<file path="config.mk">
export PLATFORM = sky130hd
export DESIGN_NAME = mdpb_bank
export DESIGN_NICKNAME = d
export VERILOG_FILES = /design/src/shared/mdpb_pkg.sv /design/src/shared/mdpb_chk_if.sv /design/src/logic/mdpb_bank.sv /design/src/logic/mdpb_range_check.sv /design/src/logic/mdpb_analog_map.sv
export VERILOG_INCLUDE_DIRS = /design/src /design/src/shared
export SDC_FILE = /design/constraint.sdc
export NUM_CORES = 1
export LEC_CHECK = 0
export ABC_AREA = 1
export BUFFER_PORTS_ARGS = -buffer_cell sky130_fd_sc_hd__buf_4
export CORE_MARGIN = 2
export CORE_UTILIZATION = 60
export CTS_BUF_LIST = sky130_fd_sc_hd__clkbuf_4
export CTS_CLUSTER_DIAMETER = 30
export DETAILED_ROUTE_END_ITERATION = 16
export PLACE_DENSITY_LB_ADDON = 0.08
export SKIP_LAST_GASP = 1
export SYNTH_ARGS = -nofsm -noshare
export SYNTH_HDL_FRONTEND = slang
export SYNTH_SLANG_ARGS = --single-unit
</file>
<file path="constraint.sdc">
create_clock -name clk -period 5.91 [get_ports clk]
set_clock_uncertainty 0.1 [all_clocks]
set_input_delay 0.2955 -clock clk [delete_from_list [all_inputs] [get_ports clk]]
set_output_delay 0.2955 -clock clk [all_outputs]
set_load 0.01 [all_outputs]
</file>
<file path="src/shared/mdpb_consts.svh">
`ifndef MDPB_CONSTS_SVH
`define MDPB_CONSTS_SVH

// ****************************************
// Command codes (read codes)
// ****************************************
`define MDPB_CODE_JOG_SPEED 16'h0143
`define MDPB_CODE_SPD_DISP 16'h01E0
`define MDPB_CODE_EDIT_EN 16'h01E1
`define MDPB_CODE_RUN_MODE 16'h0816
`define MDPB_CODE_JOG_TORQ 16'h0821
`define MDPB_CODE_BRAKE 16'h0840
`define MDPB_CODE_INHIBIT 16'h0841
`define MDPB_CODE_THERMAL 16'h0843
`define MDPB_CODE_VIEW 16'h0870
`define MDPB_CODE_ANALOG 16'h0871
`define MDPB_CODE_TIMEOUT 16'h0900
`define MDPB_CODE_ERR_LIM 16'h0901
// Write code is read code plus this
`define MDPB_WR_OFS 16'h1000

// ****************************************
// Reset values
// ****************************************
`define MDPB_RST_JOG_SPEED 32'h0000012C
`define MDPB_RST_SPD_DISP 32'h00000000
`define MDPB_RST_EDIT_EN 32'h00000001
`define MDPB_RST_RUN_MODE 32'h00000001
`define MDPB_RST_JOG_TORQ 32'h000000C8
`define MDPB_RST_BRAKE 32'h00000001
`define MDPB_RST_INHIBIT 32'h00000000
`define MDPB_RST_THERMAL 32'h00000000
`define MDPB_RST_VIEW 32'h00000000
`define MDPB_RST_ANALOG 32'h00000001
`define MDPB_RST_TIMEOUT 32'h00000000
`define MDPB_RST_ERR_LIM 32'h00000003

// ****************************************
// Permitted ranges
// ****************************************
`define MDPB_JOG_SPD_MIN 32'h00000050
`define MDPB_JOG_SPD_MAX 32'h000003E8
`define MDPB_TORQ_MAX 32'h000000C8
`define MDPB_FLAG_MAX 32'h00000001
`define MDPB_VIEW_MAX 32'h00000004
`define MDPB_ANALOG_MAX 32'h00000002
`define MDPB_TMO_MAX 32'h00002710
`define MDPB_ERR_MIN 32'h00000001
`define MDPB_ERR_MAX 32'h0000000A

// ****************************************
// Analog mapping reset pattern and source masks
// ****************************************
`define MDPB_RST_SPD_ANA 16'h0001
`define MDPB_RST_TRQ_ANA 16'h0000
`define MDPB_ALL_OPS 16'hFFFF
`define MDPB_OP0_ONLY 16'h0001

`endif

</file>
<file path="src/shared/mdpb_pkg.sv">
package mdpb_pkg;

  // Parameter entries, storage index order
  typedef enum logic [3:0] {
    ENT_JOG_SPEED = 4'h0,
    ENT_SPD_DISP = 4'h1,
    ENT_EDIT_EN = 4'h2,
    ENT_RUN_MODE = 4'h3,
    ENT_JOG_TORQ = 4'h4,
    ENT_BRAKE = 4'h5,
    ENT_INHIBIT = 4'h6,
    ENT_THERMAL = 4'h7,
    ENT_VIEW = 4'h8,
    ENT_ANALOG = 4'h9,
    ENT_TIMEOUT = 4'hA,
    ENT_ERR_LIM = 4'hB
  } mdpb_entry_t;

  // Command engine states, Gray from idle to answer, two bits back to idle
  typedef enum logic [1:0] {
    ST_IDLE = 2'b00,
    ST_EXEC = 2'b01,
    ST_RESP = 2'b11
  } mdpb_state_t;

  // Analog source selection codes
  typedef enum logic [1:0] {
    ANA_NONE = 2'h0,
    ANA_SPEED = 2'h1,
    ANA_TORQUE = 2'h2
  } mdpb_analog_t;

endpackage

</file>
<file path="src/shared/mdpb_chk_if.sv">
`timescale 1ns/1ps
`default_nettype none

// Range check request and verdict
interface mdpb_chk_if;
  import mdpb_pkg::*;
  mdpb_entry_t idx; // Entry under test
  logic [31:0] data; // Candidate value
  logic ok; // Value lies in range
  modport req (output idx, output data, input ok);
  modport chk (input idx, input data, output ok);
endinterface

`default_nettype wire

</file>
<file path="src/logic/mdpb_bank.sv">
// Notes on behaviour
// - Jog speed zero or 80..1000, reset 300
// - Speed display: 0 signed, 1 absolute
// - Edit permission 0/1, default 1, immediate
// - Run mode 0 shut-off on, default 1
// - Brake at alarm: 0 after coast, 1 immediate
// - Startup alarm inhibit 0 disabled, default 0
// - Initial view codes 0..4, default 0
// - Analog select 0..2, default 1, steers data
// - Select 0: every number fully digital
// - Select 1: only number 0 speed analog
// - Select 2: all torque limits analog
// - Timeout 0..10000 ms; error count 1..10, 3
// - Immediate entries act right after write
// - Thermal detect acts after configuration only
`timescale 1ns/1ps
`default_nettype none
`include "mdpb_consts.svh"

module mdpb_bank (
  input wire logic clk,
  input wire logic rst_n,
  input wire logic cmd_valid,
  output logic cmd_ready,
  input wire logic [15:0] cmd_code,
  input wire logic [31:0] cmd_wdata,
  input wire logic cfg_exec,
  output logic rsp_valid,
  output logic [31:0] rsp_rdata,
  output logic rsp_err,
  output logic rsp_write,
  output logic cfg_pending,
  output logic [31:0] jog_speed,
  output logic [31:0] jog_torque,
  output logic [31:0] setter_speed_display,
  output logic [31:0] setter_edit_enable,
  output logic [31:0] run_mode_select,
  output logic [31:0] brake_on_alarm,
  output logic [31:0] inhibit_on_startup_alarm,
  output logic [31:0] startup_thermal_detect,
  output logic [31:0] setter_initial_view,
  output logic [31:0] analog_source_select,
  output logic [31:0] link_timeout,
  output logic [31:0] link_error_limit,
  output logic [15:0] speed_from_analog,
  output logic [15:0] torque_from_analog
);
  import mdpb_pkg::*;

  // ****************************************
  // Declarations
  // ****************************************
  // Twelve entries, one flop word each
  localparam int NUM_ENT = 12; // Entry count

  mdpb_state_t state_q; // Engine state
  mdpb_state_t state_d; // Next engine state
  logic [15:0] code_q; // Captured command code
  logic [31:0] wdata_q; // Captured write data
  logic [31:0] store_q [NUM_ENT]; // Stored values
  logic [31:0] therm_eff_q; // Thermal value in force
  logic [31:0] rdata_q; // Answer data
  logic err_q; // Answer error flag
  logic write_q; // Answer was a write
  logic hit; // Code names an entry
  logic is_wr; // Code is a write code
  mdpb_entry_t idx; // Addressed entry
  logic take; // Command accepted now
  logic do_write; // Store update this cycle
  logic [4:0] ent_sel; // Lookup result, hit flag on top

  // Write candidate and its verdict travel together
  mdpb_chk_if chk (); // Range check link

  // ****************************************
  // Helper functions
  // ****************************************

  // Base read code of a command
  // Clearing the offset bit folds both codes together
  function automatic logic [15:0] base_code(logic [15:0] c);
    return c & ~`MDPB_WR_OFS;
  endfunction

  // Write codes carry the offset bit
  function automatic logic wr_code(logic [15:0] c);
    return (c & `MDPB_WR_OFS) != 16'h0000;
  endfunction

  // Map a read code to its entry
  // Top bit flags a hit; low bits give the entry
  function automatic logic [4:0] lookup(logic [15:0] c);
    logic [4:0] r;
    r = 5'h00;
    case (base_code(c))
      `MDPB_CODE_JOG_SPEED: r = {1'b1, ENT_JOG_SPEED};
      `MDPB_CODE_SPD_DISP: r = {1'b1, ENT_SPD_DISP};
      `MDPB_CODE_EDIT_EN: r = {1'b1, ENT_EDIT_EN};
      `MDPB_CODE_RUN_MODE: r = {1'b1, ENT_RUN_MODE};
      `MDPB_CODE_JOG_TORQ: r = {1'b1, ENT_JOG_TORQ};
      `MDPB_CODE_BRAKE: r = {1'b1, ENT_BRAKE};
      `MDPB_CODE_INHIBIT: r = {1'b1, ENT_INHIBIT};
      `MDPB_CODE_THERMAL: r = {1'b1, ENT_THERMAL};
      `MDPB_CODE_VIEW: r = {1'b1, ENT_VIEW};
      `MDPB_CODE_ANALOG: r = {1'b1, ENT_ANALOG};
      `MDPB_CODE_TIMEOUT: r = {1'b1, ENT_TIMEOUT};
      `MDPB_CODE_ERR_LIM: r = {1'b1, ENT_ERR_LIM};
      default: r = 5'h00;
    endcase
    return r;
  endfunction

  // Power-up value of each entry
  function automatic logic [31:0] rst_val(logic [3:0] i);
    logic [31:0] r;
    r = 32'h00000000;
    case (i)
      ENT_JOG_SPEED: r = `MDPB_RST_JOG_SPEED;
      ENT_SPD_DISP: r = `MDPB_RST_SPD_DISP;
      ENT_EDIT_EN: r = `MDPB_RST_EDIT_EN;
      ENT_RUN_MODE: r = `MDPB_RST_RUN_MODE;
      ENT_JOG_TORQ: r = `MDPB_RST_JOG_TORQ;
      ENT_BRAKE: r = `MDPB_RST_BRAKE;
      ENT_INHIBIT: r = `MDPB_RST_INHIBIT;
      ENT_THERMAL: r = `MDPB_RST_THERMAL;
      ENT_VIEW: r = `MDPB_RST_VIEW;
      ENT_ANALOG: r = `MDPB_RST_ANALOG;
      ENT_TIMEOUT: r = `MDPB_RST_TIMEOUT;
      ENT_ERR_LIM: r = `MDPB_RST_ERR_LIM;
      default: r = 32'h00000000;
    endcase
    return r;
  endfunction

  // ****************************************
  // Command decode
  // ****************************************

  // Decode the captured code
  // Lookup runs once; its top bit marks a known code
  // Unknown codes leave idx at entry zero, never stored
  always_comb begin
    ent_sel = lookup(code_q);
    hit = ent_sel[4];
    idx = mdpb_entry_t'(ent_sel[3:0]);
    is_wr = wr_code(code_q);
  end

  // New command only while idle
  // Ready drops for the execute and answer cycles,
  // so a master that keeps valid up is simply held off
  assign cmd_ready = (state_q == ST_IDLE);
  assign take = cmd_valid && cmd_ready;

  // Range check of the pending write
  // Check sees the captured data, stable in execute
  assign chk.idx = idx;
  assign chk.data = wdata_q;

  mdpb_range_check u_check (
    .chk (chk)
  );

  // Store only known, in-range writes
  assign do_write = (state_q == ST_EXEC) && hit && is_wr &&
    chk.ok;

  // ****************************************
  // Engine state machine
  // ****************************************

  // Next state
  // Three states; the answer always comes two edges
  // after the command is taken
  always_comb begin
    state_d = state_q;
    case (state_q)
      ST_IDLE: begin
        // Wait for a command
        if (take) begin
          state_d = ST_EXEC;
        end
      end
      ST_EXEC: begin
        // Act on the store
        state_d = ST_RESP;
      end
      ST_RESP: begin
        // Answer for one cycle
        state_d = ST_IDLE;
      end
      default: begin
        // Recover from a stray code
        state_d = ST_IDLE;
      end
    endcase
  end

  // State register
  always_ff @(posedge clk or negedge rst_n) begin
    if (!rst_n) begin
      state_q <= ST_IDLE;
    end else begin
      state_q <= state_d;
    end
  end

  // ****************************************
  // Command capture
  // ****************************************

  // Hold code and data for the command
  // Bus lines may change once the command is taken,
  // so they are held here for execute
  always_ff @(posedge clk or negedge rst_n) begin
    if (!rst_n) begin
      code_q <= 16'h0000;
      wdata_q <= 32'h00000000;
    end else if (take) begin
      code_q <= cmd_code;
      wdata_q <= cmd_wdata;
    end
  end

  // ****************************************
  // Parameter store
  // ****************************************

  // Stored values, indexed by entry
  // One write port; the index comes from the captured
  // code, so a code change on the bus cannot redirect
  // a write already in progress
  always_ff @(posedge clk or negedge rst_n) begin
    if (!rst_n) begin
      for (int i = 0; i < NUM_ENT; i++) begin
        store_q[i] <= rst_val(4'(i));
      end
    end else if (do_write) begin
      // Rejected writes leave the old value
      store_q[idx] <= wdata_q;
    end
  end

  // ****************************************
  // Configuration-class shadow
  // ****************************************

  // Thermal setting moves into force on config
  // A write landing in the same edge as the config
  // pulse is not copied; it stays pending until the
  // next pulse or a reset
  always_ff @(posedge clk or negedge rst_n) begin
    if (!rst_n) begin
      therm_eff_q <= `MDPB_RST_THERMAL;
    end else if (cfg_exec) begin
      therm_eff_q <= store_q[ENT_THERMAL];
    end
  end

  // Stored value still waiting for config
  // Lets the master see that a config step is owed
  assign cfg_pending = (store_q[ENT_THERMAL] != therm_eff_q);

  // ****************************************
  // Response
  // ****************************************

  // Answer data and status
  // Captured during execute so the answer stands
  // unchanged until the next command is answered
  always_ff @(posedge clk or negedge rst_n) begin
    if (!rst_n) begin
      rdata_q <= 32'h00000000;
      err_q <= 1'b0;
      write_q <= 1'b0;
    end else if (state_q == ST_EXEC) begin
      write_q <= is_wr;
      if (!hit) begin
        // Unknown code
        rdata_q <= 32'h00000000;
        err_q <= 1'b1;
      end else if (is_wr) begin
        // Echo stored value after the write
        // A rejected write echoes the kept value
        rdata_q <= chk.ok ? wdata_q : store_q[idx];
        err_q <= !chk.ok;
      end else begin
        // Read of the stored value
        rdata_q <= store_q[idx];
        err_q <= 1'b0;
      end
    end
  end

  // Answer strobe
  // Strobe lasts the single answer cycle
  assign rsp_valid = (state_q == ST_RESP);
  assign rsp_rdata = rdata_q;
  assign rsp_err = err_q;
  assign rsp_write = write_q;

  // ****************************************
  // Values in force
  // ****************************************

  // Immediate entries drive straight from store
  // No shadow here: a write is in force from the
  // cycle after execute, as the answer goes out
  assign jog_speed = store_q[ENT_JOG_SPEED];
  assign jog_torque = store_q[ENT_JOG_TORQ];
  assign setter_speed_display = store_q[ENT_SPD_DISP];
  assign setter_edit_enable = store_q[ENT_EDIT_EN];
  assign run_mode_select = store_q[ENT_RUN_MODE];
  assign brake_on_alarm = store_q[ENT_BRAKE];
  assign inhibit_on_startup_alarm = store_q[ENT_INHIBIT];
  assign setter_initial_view = store_q[ENT_VIEW];
  assign analog_source_select = store_q[ENT_ANALOG];
  assign link_timeout = store_q[ENT_TIMEOUT];
  assign link_error_limit = store_q[ENT_ERR_LIM];

  // Thermal detect only from the shadow
  assign startup_thermal_detect = therm_eff_q;

  // ****************************************
  // Analog source mapping
  // ****************************************

  // Per-number source masks from the selection
  // Masks lag the selection by one cycle; users of
  // operation data must allow for that step
  mdpb_analog_map u_analog (
    .clk (clk),
    .rst_n (rst_n),
    .sel (store_q[ENT_ANALOG]),
    .speed_analog (speed_from_analog),
    .torque_analog (torque_from_analog)
  );

endmodule

`default_nettype wire

</file>
<file path="src/logic/mdpb_range_check.sv">
`timescale 1ns/1ps
`default_nettype none
`include "mdpb_consts.svh"

module mdpb_range_check (
  mdpb_chk_if.chk chk
);
  import mdpb_pkg::*;

  // ****************************************
  // Range table
  // ****************************************
  function automatic logic in_range(mdpb_entry_t i, logic [31:0] v);
    logic r;
    r = 1'b0;
    case (i)
      ENT_JOG_SPEED: r = (v == 32'h0) ||
        (v >= `MDPB_JOG_SPD_MIN && v <= `MDPB_JOG_SPD_MAX);
      ENT_JOG_TORQ: r = (v <= `MDPB_TORQ_MAX);
      ENT_SPD_DISP: r = (v <= `MDPB_FLAG_MAX);
      ENT_EDIT_EN: r = (v <= `MDPB_FLAG_MAX);
      ENT_RUN_MODE: r = (v <= `MDPB_FLAG_MAX);
      ENT_BRAKE: r = (v <= `MDPB_FLAG_MAX);
      ENT_INHIBIT: r = (v <= `MDPB_FLAG_MAX);
      ENT_THERMAL: r = (v <= `MDPB_FLAG_MAX);
      ENT_VIEW: r = (v <= `MDPB_VIEW_MAX);
      ENT_ANALOG: r = (v <= `MDPB_ANALOG_MAX);
      ENT_TIMEOUT: r = (v <= `MDPB_TMO_MAX);
      ENT_ERR_LIM: r = (v >= `MDPB_ERR_MIN) &&
        (v <= `MDPB_ERR_MAX);
      default: r = 1'b0;
    endcase
    return r;
  endfunction

  // Verdict follows the request directly
  assign chk.ok = in_range(chk.idx, chk.data);

endmodule

`default_nettype wire

</file>
<file path="src/logic/mdpb_analog_map.sv">
`timescale 1ns/1ps
`default_nettype none
`include "mdpb_consts.svh"

module mdpb_analog_map (
  input wire logic clk,
  input wire logic rst_n,
  input wire logic [31:0] sel,
  output logic [15:0] speed_analog,
  output logic [15:0] torque_analog
);
  import mdpb_pkg::*;

  logic [15:0] spd_d; // Next speed source mask
  logic [15:0] trq_d; // Next torque source mask

  // ****************************************
  // Source selection per operation number
  // ****************************************
  always_comb begin
    spd_d = 16'h0000;
    trq_d = 16'h0000;
    case (sel[1:0])
      ANA_NONE: begin
        // All numbers digital
        spd_d = 16'h0000;
        trq_d = 16'h0000;
      end
      ANA_SPEED: begin
        // Only speed of number 0 analog
        spd_d = `MDPB_OP0_ONLY;
      end
      ANA_TORQUE: begin
        // Torque limit analog everywhere
        trq_d = `MDPB_ALL_OPS;
      end
      default: begin
        // Unreachable codes stay digital
        spd_d = 16'h0000;
        trq_d = 16'h0000;
      end
    endcase
  end

  // Registered masks
  always_ff @(posedge clk or negedge rst_n) begin
    if (!rst_n) begin
      speed_analog <= `MDPB_RST_SPD_ANA;
      torque_analog <= `MDPB_RST_TRQ_ANA;
    end else begin
      speed_analog <= spd_d;
      torque_analog <= trq_d;
    end
  end

endmodule

`default_nettype wire

</file>
# Word-level counts from Yosys, hierarchy flattened
# Index checks and enable logic that the tools add are counted.
# Widths: inputs -> output; s select.
[word_totals] rom_bits=0 inputBits=52 latchBits=0 mem_count=0 reg_bits=532 ram_bits=0 out_inout_bits=453
[op_classes] bitwise_logic=1 eq_ne=29 n_div=0 shift=0 n_mux=17 reduce_logical=13 n_lt_le_gt_ge=11 add_sub_neg=0 mul=0
[ops] cell="$bwmux 384" n=1
[ops] cell="$mux 32" n=6
[ops] cell="$eq 15x12->1 const B" n=9
[ops] cell="$bmux 32 s4" n=1
[ops] cell="$demux 32 s4" n=1
[ops] cell="$pmux 5 s12" n=1
[ops] cell="$eq 15x9->1 const B" n=3
[ops] cell="$ge 32x1->1 const B" n=1
[ops] cell="$ge 32x7->1 const B" n=1
[ops] cell="$le 32x1->1 const B" n=1
[ops] cell="$le 32x10->1 const B" n=1
[ops] cell="$le 32x14->1 const B" n=1
[ops] cell="$le 32x2->1 const B" n=1
[ops] cell="$le 32x3->1 const B" n=1
[ops] cell="$le 32x4->1 const B" n=1
[ops] cell="$le 32x8->1 const B" n=1
[ops] cell="$logic_not 32->1" n=1
[ops] cell="$ne 32x32->1" n=1
[ops] cell="$eq 4x3->1 const B" n=4
[ops] cell="$eq 4x4->1 const B" n=4
[ops] cell="$mux 16" n=1
[ops] cell="$eq 4x2->1 const B" n=2
[ops] cell="$logic_and 1x1->1" n=7
[ops] cell="$pmux 1 s7" n=1
[ops] cell="other kinds (15)" n=19

# Depth between registers and ports, before layout
[logic_depth] depth_word=9 depth_mapped=20 depth_no_buf=18

# Hierarchy
# Synthesis repeated with hierarchy kept, for this count alone.
[hier_totals] cells_unflattened=3831 area_unflattened_um2=28338.4
[modules_own_cells] mod="mdpb_bank" seq_area_each_um2=12528.3 cells_each=3600 instances=1 area_per_inst_um2=27181.1
[modules_own_cells] mod="mdpb_range_check" seq_area_each_um2=0.0 cells_each=194 instances=1 area_per_inst_um2=862.1
[modules_own_cells] mod="mdpb_analog_map" seq_area_each_um2=51.3 cells_each=37 instances=1 area_per_inst_um2=295.3

# Worst setup path after synthesis
# No wires, ideal clock.
[synth_timing] kind="register -> register" from="register code_q[11]" to="register store_q[155] in the netlist's numbering" arrival_ns=2.092 path_buffers=3 stages_incl_launch_ff=16 synth_period_minus_slack_ns=2.305 setup_slack_ns=3.605 setup_time_ns=0.113 required_time_ns=5.697 path_cell_list="dfrtp_1 inv_2 nor2_2 nand2_1 nor2_4 buf_6 nand2_1 nand4_2 nor2_4 nand3_1 nand3_2 buf_4 nand4_2 buf_2 nand2_1 inv_1"
[synth_via] elab_chain_len=8 elab_cells_between_ends=37 classes_between="2 x order compare; 23 x eq/ne; 5 x mux; 1 x bitwise; 6 x reduce/logical"
[synth_rtl] item="start, declared" line_no="mdpb_bank.sv:58" text="logic [15:0] code_q;"
[synth_rtl] item="start signal, assigned" line_no="mdpb_bank.sv:220" text="code_q <= cmd_code;"
[synth_rtl] item="$eq 15x12->1 / $eq 15x9->1 (equally long branches)" line_no="mdpb_bank.sv:95" text="case (base_code(c))"
[synth_rtl] item="$pmux 5 s12 *" line_no="mdpb_bank.sv:95"
[synth_rtl] item="$not 4->5 (not written as such)" line_no="mdpb_bank.sv:240" text="store_q[idx] <= wdata_q;"
[synth_rtl] item="$ge 5x5->1 (not written as such) / $lt 5x1->1 (equally long branches)" line_no="mdpb_bank.sv:240"
[synth_rtl] item="$logic_and 1x1->1 (not written as such)" line_no="mdpb_bank.sv:240"
[synth_rtl] item="$mux 32 (not written as such)" line_no="mdpb_bank.sv:240"
[synth_rtl] item="$demux 32 s4" line_no="mdpb_bank.sv:240"
[synth_rtl] item="$bwmux 384" line_no="mdpb_bank.sv:240"
[synth_rtl] item="end signal, assigned by index" line_no="mdpb_bank.sv:236" text="store_q[i] <= rst_val(4'(i));"
[synth_rtl] item="end signal, assigned by index" line_no="mdpb_bank.sv:240"
[synth_rtl] item="end, declared" line_no="mdpb_bank.sv:60" text="logic [31:0] store_q [NUM_ENT];"
# Mark *: on every way between the ends. The rest lies on a longest branch, timed or not.
# A chain may end at the register's enable or synchronous reset.

# Final worst setup path
[layout_timing] from="register code_q[11]" to="register store_q (netlist bit brake_on_alarm[0])"
# Same word-level chain as after synthesis.

==> flow_summary_export.csv <==
group,metric,value,unit
run_status,run_status,"finished, final reports clean",
placed_design,dp.cells,4192,
floorplan,die_w,216,um
sta,tightest_slew,1250,ps
sta,period_minus_slack,4910,ps
cts,clock_latency,1010,ps
logic_synthesis,synthCells,3612,
routing,ant_nets,0,
placed_design,dp_hpwl,56900,um
worst_hold_path,hold_class,"in2reg",
layout,layout.cells.non_filler,4551,
routing,drc,0,
layout,fillers,3672,
pwr,p_switching,2.50,mW
logic_synthesis,syn_area_per_cell,7.49,um^2
cts,ctsResizeCount,0,
setup_path,arrival,5670,ps
setup_path,end_kind,"register",
cts,cts_buffer_depth,3,
placed_design,post_dp_cell_area,28200,um^2
routing,routed_wl,86000,um
routing,vias_per_cell,5.14,
cts,holdBufCountCts,114,
layout,multi_input_area,8670,um^2
global_route,grt_start_max_net_pins,154,
setup_path,crit_required,6670,ps
sta,final-max-slew-violation-count,0,
routing,wl_per_cell,18.9,um
pwr,swShare,30.1,%
floorplan,fp.coreArea,44300,um^2
routing,dr.first_iter.drc_count,2207,
global_route,grt-ovfl-total,0,
pwr,clock_power_share,39.8,%
sta,finalSetupViolCount,0,
logic_synthesis,ys_ff_latch,502,
pwr,internal-power,5.80,mW
sta,max_slew_margin,16.3,%
floorplan,start_util,61.0,%
floorplan,io_pins,505,
global_route,grt_pass1_wl,132000,um
layout,utilization,70.4,%
pwr,powerDensity,266,nW/um^2
cts,clkTransAtPathRegs,100,ps
cts,cts_buffers,141,
routing,vias,23400,
cts,cts_tree,"built",
layout,register_area,12600,um^2
logic_synthesis,synthTopCellsByArea,"dfrtp_1, nand2_1, buf_4",
floorplan,die_h,216,um
cts,htree_levels,4,
cts,post-cts-setup-buffer-count,0,
logic_synthesis,synthesis.area,27100,um^2
layout,area_delta_synth_final,15.3,%
pwr,p_leak,19.2,nW
logic_synthesis,ys_types,33,
pwr,irDropWorstVdd,0.000338,V
setup_path,ff2ff_setup_slack,1000,ps
logic_synthesis,synth_area_leader_cell,"dfrtp_1",
setup_path,worst-path-max-fanout,68,
sta,max_freq,0.203,GHz
routing,dr.pass1.iters,6,
sta,setup_tns,0,ps
global_route,grt.total_usage,37.1,%
pwr,power.total,8.30,mW
floorplan,rows,77,
setup_path,critPathKind,"reg2reg",
logic_synthesis,yosysWarnings,0,
pwr,seqPwrFrac,46.3,%
layout,final_layout_size_suffix_gt1_share,20.4,%
logic_synthesis,ys_seq_area_share,46.5,%
global_route,antenna_found_initial,2,
logic_synthesis,synth_top_area_share,45.1,%
logic_synthesis,ys.flop_type,"dfrtp_1",
logic_synthesis,async_reset_ff_share,100,%
logic_synthesis,synth_edf_count,0,
sta,hold_violations,0,
cts,numClockSinks,502,
placed_design,place_congestion,0.963,
setup_path,startpoint_type,"register",
pwr,combPwrFrac,13.9,%
flow_run,cap_violations,0,
cts,ctsRootBufferMaster,"clkbuf_4",
layout,fin_nets,3909,
sta,timing.final.crit_share,83.2,%
sta,rsz0062_at_grt,"false",
placed_design,port_buffers,489,
global_route,grt_pass1_vias,22800,
layout,final_area,31200,um^2
floorplan,die_area,46800,um^2
-- placed cells by master, fill, tap and decap left out, types with 14 or more instances in the layout --
master	count
a21oi_1	59
buf_4	505
clkbuf_4	198
clkinv_1	20
conb_1	15
dfrtp_1	488
dfstp_2	14
dlygate4sd3_1	113
inv_1	622
mux2_2	22
nand2_1	1251
nand3_1	182
nand3b_1	100
nand4_1	20
nor2_1	185
o21ai_0	30
o21ai_1	26
xor2_1	23
-- power groups by stage --
stage | clock network [mW] | logic [mW] | registers [mW]
6_report | 3.31 | 1.16 | 3.84
5_1_grt | 3.56 | 1.23 | 3.86
4_1_cts | 3.33 | 1.07 | 3.81
3_5_place_dp | 0 | 0.906 | 3.87
3_3_place_gp | 0 | 0.890 | 3.86
2_1_floorplan | 0 | 0.564 | 3.82
-- logic make-up (layout without fill, tap and decap cells) --
family,after synthesis,after routing,share of synthesized area (%)
and+or+nand+nor,1778,1778,27.6
muxes,22,22,0.916
buffers and inverters,1164,1495,21.8
other,1,17,0.0139
DFF,502,502,46.5
xor gates and xnor gates,29,29,0.939
AOI/OAI and AO/OA,116,116,2.16
-- layer usage --
layer / track usage (%) / share of wire, % / vias to the layer above
met4: 21.0 / 5.7 / 0
met5: 0 / 0 / -
met3: 7.19 / 7.9 / 270
met1: 46.5 / 39 / 11000
li1: - / - / 10900
met2: 60.4 / 48 / 1213
-- Yosys cell counts (2+ instances only) --
cell type  instances
nor3_1             5
nand3b_1         100
xnor2_1            6
nor2_4             3
nand3_1          182
nand3_2            4
clkinv_1           2
a21oi_1           59
nor2_2             4
dfstp_2           14
dfrtp_1          488
xor2_1            23
buf_1             31
nand2_2            6
buf_2             64
o21ai_0           30
inv_1            622
nor4_1             5
o21ai_1           26
nand4_1           20
clkbuf_1          53
nand2_1         1254
inv_2              5
nand4_2            6
buf_4            385
nor2_1           187
mux2_2            22
-- cell type report --
| cell class | count | area share, % |
|---|---|---|
| Multi-Input combinational cell | 1960 | 27.8 |
| Antenna cell | 2 | 0.0161 |
| Timing Repair Buffer | 622 | 16.1 |
| Clock inverter | 45 | 1.05 |
| Tap cell | 592 | 2.38 |
| Inverter | 630 | 7.60 |
| Sequential cell | 502 | 40.3 |
| Clock buffer | 198 | 4.77 |
-- worst max-delay path, stage by stage, from the launching register on --
cell and delay (ps):
dfrtp_1 390, inv_2 70, nor2_2 40, nand2_1 100
nor2_4 90, nand2_1 180, nand2_1 150, inv_4 550
nand2_8 400, nor2_4 520, nand3_1 180, nand3_2 410
nand4_2 1040, o21ai_0 540
-- path summary, 6_finish.rpt --
kind                                   startpoint                              to  depth (start not counted)
min                                 cmd_wdata[15]        chk.data[15]$_DFFE_PN0P_                          4
min reg2reg                state_q[1]$_DFFE_PN0P_          state_q[0]$_DFFE_PN0P_                          1
max reg2reg                code_q[11]$_DFFE_PN0P_   brake_on_alarm[0]$_DFFE_PN1P_                         13
min in group asynchronous                   rst_n  run_mode_select[0]$_DFFE_PN1P_                          3
max in group asynchronous                   rst_n       jog_speed[22]$_DFFE_PN0P_                          4
max                        code_q[11]$_DFFE_PN0P_   brake_on_alarm[0]$_DFFE_PN1P_                         13
-- metrics by stage --
stage                     worst slack (ps)  hold WS [ps]
final                                  996          86.0
after CTS                             1150         0.239
after global placement                1320           364
after detailed placement              1140           366
after floorplan                       3610          -100
after global routing                   616          49.0
Note: power is estimated with default switching activity, not from simulation.
